<file path="src/timer_pkg.sv">
// Package: register map, field layout, reset values and state types of the dual timer
package timer_pkg;

  // ----------------------------------------------------------------
  // Register byte offsets
  // ----------------------------------------------------------------
  localparam logic [7:0] OFF_A_CTRL1 = 8'h00;
  localparam logic [7:0] OFF_A_CTRL2 = 8'h04;
  localparam logic [7:0] OFF_B_CTRL1 = 8'h08;
  localparam logic [7:0] OFF_B_CTRL2 = 8'h0c;
  localparam logic [7:0] OFF_REL_HI = 8'h10;
  localparam logic [7:0] OFF_A_REL = 8'h14;
  localparam logic [7:0] OFF_B_REL = 8'h18;
  localparam logic [7:0] OFF_A_DUTY = 8'h1c;
  localparam logic [7:0] OFF_B_DUTY = 8'h20;
  localparam logic [7:0] OFF_BZ_A = 8'h24;
  localparam logic [7:0] OFF_BZ_B = 8'h28;
  localparam logic [7:0] OFF_IRQ_FLAG = 8'h2c;
  localparam logic [7:0] OFF_IRQ_EN = 8'h30;
  localparam logic [7:0] OFF_A_PCNT = 8'h34;
  localparam logic [7:0] OFF_B_PCNT = 8'h38;

  // ----------------------------------------------------------------
  // Field positions
  // ----------------------------------------------------------------
  localparam int C1_PWM_EN = 7;
  localparam int C1_ACT_LOW = 6;
  localparam int C1_FAST = 3;
  localparam int C1_ONE_SHOT = 2;
  localparam int C1_RELOAD_SEL = 1;
  localparam int C1_RUN = 0;
  localparam int C2_SRC = 5;
  localparam int C2_EDGE = 4;
  localparam int C2_PRE_N = 3;
  localparam int RH_A_DUTY = 0;
  localparam int RH_B_DUTY = 2;
  localparam int RH_A_REL = 4;
  localparam int RH_B_REL = 6;
  localparam int BZ_EN = 7;
  localparam int IRQ_A_BIT = 3;
  localparam int IRQ_B_BIT = 5;
  localparam int GIE_BIT = 7;

  // ----------------------------------------------------------------
  // Reset values, write masks, counts
  // ----------------------------------------------------------------
  localparam logic [7:0] CTRL1_RST = 8'h00;
  localparam logic [7:0] CTRL2_RST = 8'h08;
  localparam logic [7:0] A_CTRL1_MASK = 8'hc7;
  localparam logic [7:0] B_CTRL1_MASK = 8'hcf;
  localparam logic [7:0] CTRL2_MASK = 8'h3f;
  localparam logic [7:0] BZ_MASK = 8'h8f;
  localparam logic [9:0] RELOAD_FULL = 10'h3ff;
  localparam logic [1:0] INSTR_LAST = 2'h3;

  typedef struct packed {
    logic run;
    logic one_shot;
    logic reload_sel;
    logic fast_sel;
    logic src_sel;
    logic edge_sel;
    logic pre_en_n;
    logic [2:0] pre_rate;
    logic act_low;
    logic [3:0] bz_sel;
  } tmr_cfg_t;

  typedef struct packed {
    logic [9:0] cnt;
    logic [7:0] pcnt;
    logic uf;
    logic pwm;
    logic bz;
  } tmr_stat_t;

  typedef struct packed {
    logic [9:0] cnt;
    logic [9:0] reload;
    logic [9:0] duty;
    logic [9:0] pend;
    logic [7:0] pcnt;
    logic [7:0] bcnt;
    logic done;
    logic uf;
    logic pwm;
    logic bz;
  } unit_state_t;

  typedef struct packed {
    logic [2:0] s1;
    logic [2:0] s2;
    logic [2:0] s3;
    logic [1:0] div;
    logic [7:0] a_c1;
    logic [7:0] a_c2;
    logic [7:0] b_c1;
    logic [7:0] b_c2;
    logic [7:0] rel_hi;
    logic [7:0] bz_a;
    logic [7:0] bz_b;
    logic [1:0] flag;
    logic [1:0] ien;
    logic global_irq_enable;
    logic [31:0] prdata;
    logic pready;
    logic pslverr;
    logic irq;
    logic pa_o;
    logic pa_oe;
    logic pb1_o;
    logic pb1_oe;
    logic pb2_o;
    logic pb2_oe;
  } top_state_t;

  localparam top_state_t TOP_RST = '{a_c2: CTRL2_RST, b_c2: CTRL2_RST, default: '0};

  // Low n bits set; used by prescaler and buzzer dividers
  function automatic logic [7:0] ones_below(input logic [3:0] n);
    logic [8:0] t;
    t = (9'h001 << n) - 9'h001;
    ones_below = t[7:0];
  endfunction : ones_below

endpackage : timer_pkg

</file>
<file path="src/timer_unit.sv">
// Timer unit: prescaler, 10-bit down counter, PWM and buzzer divider
`timescale 1ns/10ps
module timer_unit (
  input wire logic mclk,
  input wire logic rst,
  input timer_pkg::tmr_cfg_t cfg,
  input wire logic instr_tick,
  input wire logic ext_rise,
  input wire logic ext_fall,
  input wire logic fast_tick,
  input wire logic [1:0] rel_hi,
  input wire logic [1:0] duty_hi,
  input wire logic [7:0] wr_byte,
  input wire logic wr_reload,
  input wire logic wr_duty,
  output timer_pkg::tmr_stat_t st
);
  import timer_pkg::*;

  unit_state_t s_q;
  unit_state_t s_d;
  logic src_tick;
  logic ps_tick;
  logic cnt_tick;
  logic bz_src;

  // Source select, prescaler, counter, PWM and buzzer
  always_comb begin
    s_d = s_q;
    s_d.uf = 1'b0;
    if (cfg.fast_sel) begin
      src_tick = fast_tick;
    end else if (cfg.src_sel) begin
      src_tick = cfg.edge_sel ? ext_fall : ext_rise;
    end else begin
      src_tick = instr_tick;
    end
    src_tick = src_tick & cfg.run;
    ps_tick = src_tick && ((s_q.pcnt & ones_below({1'b0, cfg.pre_rate} + 4'h1))
      == ones_below({1'b0, cfg.pre_rate} + 4'h1));
    if (src_tick) begin
      s_d.pcnt = s_q.pcnt + 8'h01;
    end
    cnt_tick = cfg.pre_en_n ? src_tick : ps_tick;
    if (wr_duty) begin
      s_d.pend = {duty_hi, wr_byte};
    end
    if (!cfg.run) begin
      s_d.done = 1'b0;
    end else if (cnt_tick && !s_q.done) begin
      if (s_q.cnt == 10'h000) begin
        s_d.uf = 1'b1;
        s_d.duty = s_q.pend;
        if (cfg.one_shot) begin
          s_d.done = 1'b1;
        end else begin
          s_d.cnt = cfg.reload_sel ? s_q.reload : RELOAD_FULL;
        end
      end else begin
        s_d.cnt = s_q.cnt - 10'h001;
      end
    end
    if (wr_reload) begin
      s_d.reload = {rel_hi, wr_byte};
      if (!cfg.run) begin
        s_d.cnt = {rel_hi, wr_byte};
      end
    end
    s_d.pwm = (s_q.cnt < s_q.duty) ^ cfg.act_low;
    bz_src = cfg.bz_sel[3] ? s_d.uf : ps_tick;
    if (bz_src) begin
      s_d.bcnt = s_q.bcnt + 8'h01;
      if ((s_q.bcnt & ones_below({1'b0, cfg.bz_sel[2:0]})) ==
          ones_below({1'b0, cfg.bz_sel[2:0]})) begin
        s_d.bz = ~s_q.bz;
      end
    end
  end

  // State register
  always_ff @(posedge mclk or posedge rst) begin
    if (rst) begin
      s_q <= '0;
    end else begin
      s_q <= s_d;
    end
  end

  assign st = '{cnt: s_q.cnt, pcnt: s_q.pcnt, uf: s_q.uf, pwm: s_q.pwm, bz: s_q.bz};

  uf_cause_a: assert property (
    @(posedge mclk) disable iff (rst) s_q.uf |-> $past(s_q.cnt) == 10'h000)
    else $error("underflow without zero count");
  oneshot_stop_a: assert property (
    @(posedge mclk) disable iff (rst) (s_q.uf && cfg.one_shot && cfg.run) |=> s_q.cnt == 10'h000)
    else $error("one-shot counter moved after underflow");
  cont_reload_a: assert property (
    @(posedge mclk) disable iff (rst) (s_q.uf && $past(cfg.run) && !$past(cfg.one_shot)
      && !$past(wr_reload)) |-> s_q.cnt == ($past(cfg.reload_sel) ? $past(s_q.reload) : 10'h3ff))
    else $error("wrong restart value");
  idle_load_a: assert property (
    @(posedge mclk) disable iff (rst) (wr_reload && !cfg.run) |=> s_q.cnt == {$past(rel_hi), $past(wr_byte)})
    else $error("idle reload not immediate");
  duty_swap_a: assert property (
    @(posedge mclk) disable iff (rst) (s_q.duty != $past(s_q.duty)) |-> s_q.uf)
    else $error("duty changed outside underflow");
  duty_zero_a: assert property (
    @(posedge mclk) disable iff (rst) (s_q.duty == 10'h000) |=> s_q.pwm == $past(cfg.act_low))
    else $error("pwm active with zero duty");

endmodule : timer_unit

</file>
<file path="src/dual_timer.sv">
// Dual down-count timer with PWM and buzzer outputs behind an APB slave
`timescale 1ns/10ps

// Function
// - Timer A: prescaled 10-bit down counter, underflow drives outputs
// - Reload buffered; running timer loads at overflow
// - Stopped timer loads reload on low write
// - Reading timer returns live count
// - Run bit enables counting; clear stops
// - Fast oscillator, external pin, or instruction clock
// - Edge-select picks falling or rising external edge
// - Active-low prescaler enable, rates 1:2..1:256, readable
// - One-shot counts down once then stops
// - Continuous restarts from reload or 0x3FF
// - Underflow sets flag; irq needs enables; write-0 clears
// - PWM enable drives pin as output
// - Polarity bit selects active low
// - 10-bit duty; zero never active
// - Duty buffered, applied at next overflow
// - Buzzer enable drives shared pin as output
// - Buzzer source timer or prescaler, divided
// - PWM wins over buzzer on pin
// - Timer B mirrors A with own bits
// - PWM B on both pins, duty bits 3:2
// - Buzzer B drives its pin, same selection
module dual_timer (
  input wire logic mclk,
  input wire logic rst,
  input wire logic psel,
  input wire logic penable,
  input wire logic pwrite,
  input wire logic [7:0] paddr,
  input wire logic [31:0] pwdata,
  output logic [31:0] prdata,
  output logic pready,
  output logic pslverr,
  input wire logic ext_clock_pin_0,
  input wire logic ext_clock_pin_1,
  input wire logic internal_fast_osc,
  output logic irq,
  output logic pwm_a_pin_o,
  output logic pwm_a_pin_oe,
  output logic pwm_b_pin_first_o,
  output logic pwm_b_pin_first_oe,
  output logic pwm_b_pin_second_o,
  output logic pwm_b_pin_second_oe
);
  import timer_pkg::*;

  // ----------------------------------------------------------------
  // State and helpers
  // ----------------------------------------------------------------
  top_state_t s_q;
  top_state_t s_d;
  tmr_cfg_t cfg_a;
  tmr_cfg_t cfg_b;
  tmr_stat_t st_a;
  tmr_stat_t st_b;
  logic instr_tick;
  logic [2:0] rise;
  logic [2:0] fall;
  logic setup;
  logic wr;
  logic [31:0] rdata;
  logic hit_any;
  logic wr_a_rel;
  logic wr_b_rel;
  logic wr_a_duty;
  logic wr_b_duty;

  // Address match of a register offset, word aligned
  function automatic logic reg_hit(input logic [7:0] a, input logic [7:0] off);
    reg_hit = (a[7:2] == off[7:2]);
  endfunction : reg_hit

  // ----------------------------------------------------------------
  // Pin synchronisers and clock-source ticks
  // ----------------------------------------------------------------
  // Edges come from the second and third stage only; stage one feeds
  // nothing but stage two. The fast oscillator is sampled too, so it
  // only counts correctly while it is well below half of mclk.
  always_comb begin
    rise = s_q.s2 & ~s_q.s3;
    fall = ~s_q.s2 & s_q.s3;
    instr_tick = (s_q.div == INSTR_LAST);
  end

  // ----------------------------------------------------------------
  // Timer configuration from control registers
  // ----------------------------------------------------------------
  // Fast oscillator select lives in timer B's first control register
  always_comb begin
    cfg_a.run = s_q.a_c1[C1_RUN];
    cfg_a.one_shot = s_q.a_c1[C1_ONE_SHOT];
    cfg_a.reload_sel = s_q.a_c1[C1_RELOAD_SEL];
    cfg_a.fast_sel = s_q.b_c1[C1_FAST];
    cfg_a.src_sel = s_q.a_c2[C2_SRC];
    cfg_a.edge_sel = s_q.a_c2[C2_EDGE];
    cfg_a.pre_en_n = s_q.a_c2[C2_PRE_N];
    cfg_a.pre_rate = s_q.a_c2[2:0];
    cfg_a.act_low = s_q.a_c1[C1_ACT_LOW];
    cfg_a.bz_sel = s_q.bz_a[3:0];
    cfg_b.run = s_q.b_c1[C1_RUN];
    cfg_b.one_shot = s_q.b_c1[C1_ONE_SHOT];
    cfg_b.reload_sel = s_q.b_c1[C1_RELOAD_SEL];
    cfg_b.fast_sel = s_q.b_c1[C1_FAST];
    cfg_b.src_sel = s_q.b_c2[C2_SRC];
    cfg_b.edge_sel = s_q.b_c2[C2_EDGE];
    cfg_b.pre_en_n = s_q.b_c2[C2_PRE_N];
    cfg_b.pre_rate = s_q.b_c2[2:0];
    cfg_b.act_low = s_q.b_c1[C1_ACT_LOW];
    cfg_b.bz_sel = s_q.bz_b[3:0];
  end

  // ----------------------------------------------------------------
  // APB decode and read mux
  // ----------------------------------------------------------------
  // Read data is captured in the setup cycle; counts may move by the
  // access cycle, which is acceptable for a live count.
  always_comb begin
    setup = psel & ~penable;
    wr = psel & penable & s_q.pready & pwrite;
    rdata = 32'h0000_0000;
    hit_any = 1'b1;
    if (reg_hit(paddr, OFF_A_CTRL1)) begin
      rdata[7:0] = s_q.a_c1;
    end else if (reg_hit(paddr, OFF_A_CTRL2)) begin
      rdata[7:0] = s_q.a_c2;
    end else if (reg_hit(paddr, OFF_B_CTRL1)) begin
      rdata[7:0] = s_q.b_c1;
    end else if (reg_hit(paddr, OFF_B_CTRL2)) begin
      rdata[7:0] = s_q.b_c2;
    end else if (reg_hit(paddr, OFF_REL_HI)) begin
      rdata[7:0] = s_q.rel_hi;
    end else if (reg_hit(paddr, OFF_A_REL)) begin
      rdata[9:0] = st_a.cnt;
    end else if (reg_hit(paddr, OFF_B_REL)) begin
      rdata[9:0] = st_b.cnt;
    end else if (reg_hit(paddr, OFF_A_DUTY)) begin
      rdata = 32'h0000_0000;
    end else if (reg_hit(paddr, OFF_B_DUTY)) begin
      rdata = 32'h0000_0000;
    end else if (reg_hit(paddr, OFF_BZ_A)) begin
      rdata[7:0] = s_q.bz_a;
    end else if (reg_hit(paddr, OFF_BZ_B)) begin
      rdata[7:0] = s_q.bz_b;
    end else if (reg_hit(paddr, OFF_IRQ_FLAG)) begin
      rdata[IRQ_A_BIT] = s_q.flag[0];
      rdata[IRQ_B_BIT] = s_q.flag[1];
    end else if (reg_hit(paddr, OFF_IRQ_EN)) begin
      rdata[IRQ_A_BIT] = s_q.ien[0];
      rdata[IRQ_B_BIT] = s_q.ien[1];
      rdata[GIE_BIT] = s_q.global_irq_enable;
    end else if (reg_hit(paddr, OFF_A_PCNT)) begin
      rdata[7:0] = st_a.pcnt;
    end else if (reg_hit(paddr, OFF_B_PCNT)) begin
      rdata[7:0] = st_b.pcnt;
    end else begin
      hit_any = 1'b0;
    end
  end

  // Write strobes into the timer units
  always_comb begin
    wr_a_rel = wr & reg_hit(paddr, OFF_A_REL);
    wr_b_rel = wr & reg_hit(paddr, OFF_B_REL);
    wr_a_duty = wr & reg_hit(paddr, OFF_A_DUTY);
    wr_b_duty = wr & reg_hit(paddr, OFF_B_DUTY);
  end

  // ----------------------------------------------------------------
  // Timer units
  // ----------------------------------------------------------------
  timer_unit unit_a (
    .mclk(mclk),
    .rst(rst),
    .cfg(cfg_a),
    .instr_tick(instr_tick),
    .ext_rise(rise[0]),
    .ext_fall(fall[0]),
    .fast_tick(rise[2]),
    .rel_hi(s_q.rel_hi[RH_A_REL +: 2]),
    .duty_hi(s_q.rel_hi[RH_A_DUTY +: 2]),
    .wr_byte(pwdata[7:0]),
    .wr_reload(wr_a_rel),
    .wr_duty(wr_a_duty),
    .st(st_a)
  );

  timer_unit unit_b (
    .mclk(mclk),
    .rst(rst),
    .cfg(cfg_b),
    .instr_tick(instr_tick),
    .ext_rise(rise[1]),
    .ext_fall(fall[1]),
    .fast_tick(rise[2]),
    .rel_hi(s_q.rel_hi[RH_B_REL +: 2]),
    .duty_hi(s_q.rel_hi[RH_B_DUTY +: 2]),
    .wr_byte(pwdata[7:0]),
    .wr_reload(wr_b_rel),
    .wr_duty(wr_b_duty),
    .st(st_b)
  );

  // ----------------------------------------------------------------
  // Next state: sync, divider, registers, flags, pins
  // ----------------------------------------------------------------
  always_comb begin
    s_d = s_q;
    s_d.s1 = {internal_fast_osc, ext_clock_pin_1, ext_clock_pin_0};
    s_d.s2 = s_q.s1;
    s_d.s3 = s_q.s2;
    s_d.div = instr_tick ? 2'h0 : s_q.div + 2'h1;
    // Zero-wait slave: ready rises in the first access cycle
    s_d.pready = setup;
    s_d.pslverr = setup & ~hit_any;
    if (setup) begin
      s_d.prdata = pwrite ? 32'h0000_0000 : rdata;
    end
    if (wr) begin
      if (reg_hit(paddr, OFF_A_CTRL1)) begin
        s_d.a_c1 = pwdata[7:0] & A_CTRL1_MASK;
      end
      if (reg_hit(paddr, OFF_A_CTRL2)) begin
        s_d.a_c2 = pwdata[7:0] & CTRL2_MASK;
      end
      if (reg_hit(paddr, OFF_B_CTRL1)) begin
        s_d.b_c1 = pwdata[7:0] & B_CTRL1_MASK;
      end
      if (reg_hit(paddr, OFF_B_CTRL2)) begin
        s_d.b_c2 = pwdata[7:0] & CTRL2_MASK;
      end
      if (reg_hit(paddr, OFF_REL_HI)) begin
        s_d.rel_hi = pwdata[7:0];
      end
      if (reg_hit(paddr, OFF_BZ_A)) begin
        s_d.bz_a = pwdata[7:0] & BZ_MASK;
      end
      if (reg_hit(paddr, OFF_BZ_B)) begin
        s_d.bz_b = pwdata[7:0] & BZ_MASK;
      end
      if (reg_hit(paddr, OFF_IRQ_FLAG)) begin
        // Writing 0 clears, writing 1 leaves the flag alone
        s_d.flag = s_q.flag & {pwdata[IRQ_B_BIT], pwdata[IRQ_A_BIT]};
      end
      if (reg_hit(paddr, OFF_IRQ_EN)) begin
        s_d.ien = {pwdata[IRQ_B_BIT], pwdata[IRQ_A_BIT]};
        s_d.global_irq_enable = pwdata[GIE_BIT];
      end
    end
    // Hardware set applied last so it wins over a same-cycle clear
    s_d.flag = s_d.flag | {st_b.uf, st_a.uf};
    s_d.irq = s_q.global_irq_enable & |(s_q.flag & s_q.ien);
    // Pin A: PWM has priority over the buzzer
    s_d.pa_oe = s_q.a_c1[C1_PWM_EN] | s_q.bz_a[BZ_EN];
    if (s_q.a_c1[C1_PWM_EN]) begin
      s_d.pa_o = st_a.pwm;
    end else begin
      s_d.pa_o = s_q.bz_a[BZ_EN] & st_a.bz;
    end
    // First pin B is shared by PWM B and buzzer B
    s_d.pb1_oe = s_q.b_c1[C1_PWM_EN] | s_q.bz_b[BZ_EN];
    if (s_q.b_c1[C1_PWM_EN]) begin
      s_d.pb1_o = st_b.pwm;
    end else begin
      s_d.pb1_o = s_q.bz_b[BZ_EN] & st_b.bz;
    end
    // Second pin B carries PWM B only
    s_d.pb2_oe = s_q.b_c1[C1_PWM_EN];
    s_d.pb2_o = s_q.b_c1[C1_PWM_EN] & st_b.pwm;
  end

  // ----------------------------------------------------------------
  // State register
  // ----------------------------------------------------------------
  always_ff @(posedge mclk or posedge rst) begin
    if (rst) begin
      s_q <= TOP_RST;
    end else begin
      s_q <= s_d;
    end
  end

  // Outputs straight from the state register
  assign prdata = s_q.prdata;
  assign pready = s_q.pready;
  assign pslverr = s_q.pslverr;
  assign irq = s_q.irq;
  assign pwm_a_pin_o = s_q.pa_o;
  assign pwm_a_pin_oe = s_q.pa_oe;
  assign pwm_b_pin_first_o = s_q.pb1_o;
  assign pwm_b_pin_first_oe = s_q.pb1_oe;
  assign pwm_b_pin_second_o = s_q.pb2_o;
  assign pwm_b_pin_second_oe = s_q.pb2_oe;

  // ----------------------------------------------------------------
  // Checks
  // ----------------------------------------------------------------
  flag_set_a: assert property (
    @(posedge mclk) disable iff (rst) st_a.uf |=> s_q.flag[0])
    else $error("underflow A did not set flag");
  flag_clear_a: assert property (
    @(posedge mclk) disable iff (rst) $fell(s_q.flag[1]) |->
      $past(wr && reg_hit(paddr, OFF_IRQ_FLAG) && !pwdata[IRQ_B_BIT]))
    else $error("flag B cleared without write of zero");
  irq_gate_a: assert property (
    @(posedge mclk) disable iff (rst) ##1 s_q.irq == $past(s_q.global_irq_enable && |(s_q.flag & s_q.ien)))
    else $error("interrupt request gating wrong");
  pin_prio_a: assert property (
    @(posedge mclk) disable iff (rst) s_q.a_c1[C1_PWM_EN] |=> s_q.pa_oe && s_q.pa_o == $past(st_a.pwm))
    else $error("pin A not carrying PWM");
  pinb_prio_a: assert property (
    @(posedge mclk) disable iff (rst) s_q.b_c1[C1_PWM_EN] |=>
      s_q.pb1_oe && s_q.pb2_oe && s_q.pb1_o == $past(st_b.pwm))
    else $error("pins B not carrying PWM");

endmodule : dual_timer

</file>
<file path="config.mk">
export PLATFORM = sky130hd
export DESIGN_NAME = dual_timer
export DESIGN_NICKNAME = d
export VERILOG_FILES = /design/src/timer_pkg.sv /design/src/timer_unit.sv /design/src/dual_timer.sv
export SDC_FILE = /design/constraint.sdc
export NUM_CORES = 1
export LEC_CHECK = 0
export ABC_AREA = 1
export BUFFER_PORTS_ARGS = -buffer_cell sky130_fd_sc_hd__buf_4
export CORE_MARGIN = 5
export CORE_UTILIZATION = 35
export CTS_BUF_LIST = sky130_fd_sc_hd__clkbuf_4 sky130_fd_sc_hd__clkbuf_8 sky130_fd_sc_hd__clkbuf_16
export CTS_CLUSTER_SIZE = 8
export DETAILED_ROUTE_END_ITERATION = 16
export GPL_TIMING_DRIVEN = 0
export PLACE_DENSITY_LB_ADDON = 0.12
export SLEW_MARGIN = 20
export SYNTH_ARGS = -nofsm -noshare
export SYNTH_HDL_FRONTEND = slang
export SYNTH_SLANG_ARGS = --single-unit
export TNS_END_PERCENT = 50
</file>
<file path="constraint.sdc">
create_clock -name mclk -period 15.2 [get_ports mclk]
set_input_delay 1.52 -clock mclk [delete_from_list [all_inputs] [get_ports mclk]]
set_output_delay 1.52 -clock mclk [all_outputs]
set_load 0.01 [all_outputs]
</file>
### After elaboration in Yosys (flattened, before gate mapping)

Index checks and enable logic that the tools add are counted.

* bits in registers: 218
* latch bits: 0
* RAM bits: 0
* bits in read-only memories: 0
* input bits: 48
* output and inout port bits: 41
* memories kept: 0

* add/subtract/negate cells: 13
* $mul: 0
* div/mod/pow operators: 0
* order comparisons: 2
* equal/unequal tests: 25
* shift operators: 4
* mux-type cells: 85
* bitwise operators: 34
* reduce and logical (&&, ||, !) cells: 24

Operators with widths (count)
* 10-bit 2-to-1 mux: 14
* 8-bit 2-to-1 mux: 11
* 6-bit by 4-bit == test with 1-bit output (second input constant): 7
* 1-bit 2-to-1 mux: 41
* 20-bit 2-to-1 mux: 2
* 8-bit by 1-bit adder with 8-bit output (second input constant): 4
* 8-bit AND: 4
* 8-bit == test: 4
* 32-bit 2-to-1 mux: 1
* 8-bit by 1-bit subtractor with 8-bit output (second input constant): 4
* 6-bit by 3-bit == test with 1-bit output (second input constant): 4
* 24-bit 2-to-1 mux: 1
* 2-bit 2-to-1 mux: 11
* 10-bit zero test: 2
* 10-bit < comparator: 2
* 2-bit AND reduction: 10
* 10-bit by 1-bit subtractor with 10-bit output (second input constant): 2
* 1-bit by 3-bit << shifter with 8-bit output (first input constant): 2
* 1-bit by 4-bit << shifter with 8-bit output (first input constant): 2
* 1-bit AND: 15
* 6-bit by 2-bit == test with 1-bit output (second input constant): 2
* 2-bit by 1-bit inequality test with 1-bit output (second input constant): 6
* 3-bit AND reduction: 4
* 3-bit 2-to-1 mux: 3
* 17 further kinds: 29

### Logic depth before layout (Yosys ltp)

* word-level depth: 18
* gate-level depth with buffers: 18

### Modules after synthesis

Synthesis repeated with hierarchy kept, for this count alone.

* cells, all modules: 1441
* area, all modules: 11175.7 sq um

By module, submodules not included
* dual_timer: times used 1, cells an instance 484, area an instance 3814.9 sq um
* timer_unit at unit_a: times used 1, cells an instance 479, area an instance 3694.8 sq um
* timer_unit at unit_b: times used 1, cells an instance 478, area an instance 3666.0 sq um

### Least setup slack after synthesis

OpenSTA, ideal clock, no wires.

* kind: in2reg
* from: input port paddr[2]
* to: register unit_b.s_q (netlist bit unit_b.st[18])
* setup time: 0.082 ns
* data arrival time: 2.752 ns
* slack: 12.366 ns
* stages: 11
* path buffers: 2
* cell sequence: buf_4 > nor2_2 > nand2_2 > nor2_4 > inv_2 > nor2_4 > inv_4 > nor2_4 > buf_6 > o21ai_1 > a22oi_2

RTL lines
* from (decl): RTL line dual_timer.sv:32 `input wire logic [7:0] paddr,`
* to (signal assigned): RTL line timer_unit.sv:83 `s_q <= '0;`
* to (signal assigned): RTL line timer_unit.sv:85 `s_q <= s_d;`
* to (decl): RTL line timer_unit.sv:20 `unit_state_t s_q;`

### Worst setup path in the final report

* from: input port paddr[3]
* to: register s_q (netlist bit prdata[6])

* cells in the longest elaborated chain, start to end: 17
* elaborated cells on any way between the ends: 31
* those cells by class: eq/ne: 14; mux: 16; reduce/logical: 1

RTL lines
* 6-bit by 4-bit == test with 1-bit output: RTL line dual_timer.sv:73 `reg_hit = (a[7:2] == off[7:2]);`
* 8-bit 2-to-1 mux: RTL line dual_timer.sv:156 `end else if (reg_hit(paddr, OFF_B_PCNT)) begin`
* 8-bit 2-to-1 mux: RTL line dual_timer.sv:154 `end else if (reg_hit(paddr, OFF_A_PCNT)) begin`
* 1-bit 2-to-1 mux: RTL line dual_timer.sv:150 `end else if (reg_hit(paddr, OFF_IRQ_EN)) begin`
* 2-bit 2-to-1 mux: RTL line dual_timer.sv:147 `end else if (reg_hit(paddr, OFF_IRQ_FLAG)) begin`
* 8-bit 2-to-1 mux: RTL line dual_timer.sv:145 `end else if (reg_hit(paddr, OFF_BZ_B)) begin`
* 8-bit 2-to-1 mux: RTL line dual_timer.sv:143 `end else if (reg_hit(paddr, OFF_BZ_A)) begin`
* 8-bit 2-to-1 mux: RTL line dual_timer.sv:141 `end else if (reg_hit(paddr, OFF_B_DUTY)) begin`
* 8-bit 2-to-1 mux: RTL line dual_timer.sv:139 `end else if (reg_hit(paddr, OFF_A_DUTY)) begin`
* 10-bit 2-to-1 mux: RTL line dual_timer.sv:137 `end else if (reg_hit(paddr, OFF_B_REL)) begin`
* 10-bit 2-to-1 mux: RTL line dual_timer.sv:135 `end else if (reg_hit(paddr, OFF_A_REL)) begin`
* 8-bit 2-to-1 mux: RTL line dual_timer.sv:133 `end else if (reg_hit(paddr, OFF_REL_HI)) begin`
* 8-bit 2-to-1 mux: RTL line dual_timer.sv:131 `end else if (reg_hit(paddr, OFF_B_CTRL2)) begin`
* 8-bit 2-to-1 mux: RTL line dual_timer.sv:129 `end else if (reg_hit(paddr, OFF_B_CTRL1)) begin`
* 8-bit 2-to-1 mux: RTL line dual_timer.sv:127 `end else if (reg_hit(paddr, OFF_A_CTRL2)) begin`
* 8-bit 2-to-1 mux (*): RTL line dual_timer.sv:125 `if (reg_hit(paddr, OFF_A_CTRL1)) begin`
* 32-bit 2-to-1 mux (*): RTL line dual_timer.sv:219 `s_d.prdata = pwrite ? 32'h0000_0000 : rdata;`
* to (signal assigned): RTL line dual_timer.sv:279 `s_q <= TOP_RST;`
* to (signal assigned): RTL line dual_timer.sv:281 `s_q <= s_d;`
* to (decl): RTL line dual_timer.sv:53 `top_state_t s_q;`

Every way passes the cells marked *; elsewhere a longest branch is shown, timed or not.
A chain may end at the register's enable or synchronous reset.

==> impl_metrics.csv <==
group,metric,value,unit
sta,finalSetupViolCount,0,
synthesis,synth.most_common_cell,"nand2_1",
layout,drive_gt1_frac,0.1295,
synthesis,synthDistinctLibCells,48,
clocking,clkSinkCount,194,
layout,postLayoutCellArea,12030,um^2
worst_hold_path,hold_class,"flop to flop",
synthesis,synth_flop_cell,"dfrtp_1",
synthesis,synthTopCellsByArea,"dfrtp_1, nand2_1, o21ai_0, inv_1, ha_1",
power_and_ir_drop,leakage,0.005843,uW
clocking,root_buffer,"clkbuf_16",
detailed_routing,via_count,8740,
floorplanning,initial_core_util,0.3552,
floorplanning,rows,63,
layout,fillers,3119,
detailed_routing,wire_per_inst,16.89,um
placed_design,place_hpwl,22.38,mm
synthesis,synth_area_per_cell,8.029,um^2
global_routing,grt_use_total,0.1817,
detailed_routing,via_per_inst,4.869,
worst_setup_path,cp_num_buf_inv,3,
synthesis,synth_top_area_frac,0.4564,
sta,max_slew.worst_pin.slew,1.125,ns
placed_design,post-place-cells,1763,
clocking,cts_tree,"done",
clocking,clkLatencyLatePin,0.44,ns
detailed_routing,drt_wl_total,30.32,mm
status,status,"finished, final reports clean",
synthesis,synth_edf_count,0,
worst_setup_path,worst_path_dominant_cell_family,"compound AO/OA/AOI/OAI gates",
synthesis,seq_area_frac_synth,0.4614,
worst_hold_path,hold_start,"s_d[109]",
synthesis,synth_top_cell_by_area,"dfrtp_1",
clocking,cts_setup_buffers,0,
worst_setup_path,slowest_delay,0.45,ns
detailed_routing,drc,0,
global_routing,grt_pass1_wl,47.50,mm
placed_design,portBuffers,39,
clocking,h-tree-depth,4,
detailed_routing,ant_nets,0,
worst_setup_path,cpMaxStageDelayCell,"o21ai_0",
placed_design,post_dp_cell_area,11450,um^2
power_and_ir_drop,switchingPower,280.2,uW
sta,fmax,0.3259,GHz
clocking,cts_made_buffers,17,
layout,multi_input_area,4692,um^2
global_routing,grt_pass1_vias,8233,
power_and_ir_drop,internal_power,793.4,uW
power_and_ir_drop,p_per_area,89.28,nW/um^2
worst_setup_path,cp_common_cell,"nand2_1",
layout,finish.utilization,0.4057,
worst_setup_path,end_kind,"flop",
worst_setup_path,cp.depth,12,
layout,final_nets,1469,
global_routing,grt_overflow,0,
sta,max_slew_margin,0.2502,
worst_setup_path,start_kind,"input pin",
synthesis,synth_seq_cells,194,
floorplanning,die_h,183.4,um
synthesis,synth_common_cells,"nand2_1, dfrtp_1, o21ai_0",
clocking,post_cts_resized,0,
clocking,clockBufferDepth,2,
sta,fin_crit_sh,0.2019,
synthesis,synth_area,10530,um^2
synthesis,ys_warn_count,0,
power_and_ir_drop,power.clock.fraction,0.422,
synthesis,synth_async_sr_flop_share,1.000,
layout,n_antenna_cell,0,
worst_setup_path,worstPathCellList,"buf_4, inv_1, nand2_1, nor2_1, nand2_1, clkbuf_2, o21ai_0, o2111ai_1, o21ai_0, nand3_1, nand2_1, nand2_1",
worst_setup_path,rr_worst_depth,16,
sta,slew_violations,0,
worst_setup_path,cp_max_fo,10,
worst_setup_path,crit_path_start,"paddr[3]",
worst_setup_path,r2r-start,"cfg_a[7]",
sta,rsz0062_at_grt,"no",
layout,area.sequential,4857,um^2
floorplanning,dieArea,33640,um^2
floorplanning,io_pins,89,
sta,final.min_clock_period,3.068,ns
power_and_ir_drop,pwr-share-seq,0.500,
placed_design,gp_congestion,0.9045,
worst_hold_path,min_path_cells,0,
layout,finalNonFillerCells,1795,
worst_setup_path,critPathRequiredTime,15.52,ns
global_routing,antenna_found_initial,2,
worst_setup_path,path_class,"input pin to flop",
clocking,clkTransAtPathRegs,0.07,ns
layout,area_delta_synth_final,14.24,%
sta,setup_tns,0,ns
detailed_routing,drt_first_iter_violations,690,
power_and_ir_drop,ir_drop,0.06387,mV
synthesis,netlist_instances,1311,
sta,hold_viol,0,
floorplanning,die_w,183.4,um
sta,skew,0.01233,ns
floorplanning,core_area,29640,um^2
power_and_ir_drop,power,1074,uW
global_routing,grt_max_degree,96,
power_and_ir_drop,pwr-share-comb,0.078,
clocking,cts_hold_buf,0,
detailed_routing,drtPass1Iterations,5,
worst_setup_path,cp.arrival,3.39,ns
power_and_ir_drop,swShare,0.2610,
job,cap_violations,0,
[final timing paths]
| check | endpoint | slack (ns) |
|---|---|---|
| min reg2reg | s_d[106] | 0.35 |
| max in group asynchronous | unit_a.st[18] | 13.50 |
| max | prdata[6] | 12.13 |
| max reg2reg | unit_a.s_q[9] | 12.39 |
| min | s_d[106] | 0.35 |
| min in group asynchronous | prdata[5] | 0.98 |
[power groups by stage]
stage	Clock, uW	Combinational [uW]	Sequential [uW]
after floorplan	0	54.9	543
after global placement	0	82.0	547
after detailed placement	0	84.3	547
after CTS	464	84.7	536
after global routing	487	94.5	538
final	454	83.6	536
[state kept, by name (all words and copies together) (netlist names), 7 cells and up]
register	cells
unit_b.s_q	38
prdata	10
cfg_b	14
unit_a.s_q	38
s_q	21
cfg_a	15
unit_a.st	21
s_d	7
unit_b.st	21
[cell families after synthesis]
| logic type | synth area share |
|---|---|
| buffers and inverters | 0.1003 |
| other | 0.0007134 |
| XOR/XNOR | 0.03245 |
| flip-flops | 0.4614 |
| adder cells (fa/ha/maj) | 0.03447 |
| AO/OA/AOI/OAI | 0.1387 |
| AND/OR/NAND/NOR | 0.2319 |
[final cells by class]
| type | count | share of cell area |
|---|---|---|
| Clock inverter | 12 | 0.01020 |
| Tap cell | 390 | 0.04058 |
| Multi-Input combinational cell | 909 | 0.3902 |
| Sequential cell | 194 | 0.4039 |
| Timing Repair Buffer | 41 | 0.02893 |
| Clock buffer | 20 | 0.03777 |
| Inverter | 157 | 0.05036 |
| Buffer | 72 | 0.03808 |
[through the flow]
stage          hold slack [ns]  worst slack [ns]
2_1_floorplan           0.3312             8.399
3_3_place_gp            0.3322             5.696
3_5_place_dp            0.3347             11.66
4_1_cts                 0.3513             12.11
5_1_grt                 0.3748             11.90
6_report                0.3501             12.13
[cells in the final DEF, fill, tap and decap left out, types with 4 or more instances in the layout]
cell / count
a21boi_0: 4
a21oi_1: 45
a221oi_1: 4
a22oi_1: 6
buf_2: 8
buf_4: 72
buf_6: 7
clkbuf_1: 23
clkbuf_16: 17
conb_1: 23
dfrtp_1: 192
ha_1: 29
inv_1: 139
inv_2: 13
inv_8: 4
nand2_1: 352
nand2_2: 11
nand3_1: 67
nand3_2: 4
nand4_1: 18
nor2_1: 67
nor2_2: 6
nor2_4: 5
nor3_1: 12
o2111ai_1: 5
o211ai_1: 9
o21ai_0: 147
o21ai_1: 22
o22ai_1: 10
xnor2_1: 10
xor2_1: 29
[worst reg2reg max path, cell delays in order, from the launching register on]
cell and delay (ns):
dfrtp_1 0.53, inv_1 0.16, ha_1 0.42, nand3_1 0.11, ha_1 0.28, nor2_1 0.04
nor2_1 0.10, nand3_1 0.09, nor2_2 0.14, nand3_4 0.13, nand2_4 0.13, nand4_4 0.14
nand2_2 0.12, nand2_2 0.07, buf_6 0.15, nand2_1 0.07, o21ai_2 0.05
[metal layers]
layer | share of wire | vias to the layer above | global-route usage
met3 | 0.054 | 20 | 0.02711
met2 | 0.45 | 212 | 0.2871
met4 | 0.011 | 0 | 0.03546
li1 | - | 4363 | -
met1 | 0.48 | 4145 | 0.2673
met5 | 0 | - | 0
Power figures use the tool's default switching activity.
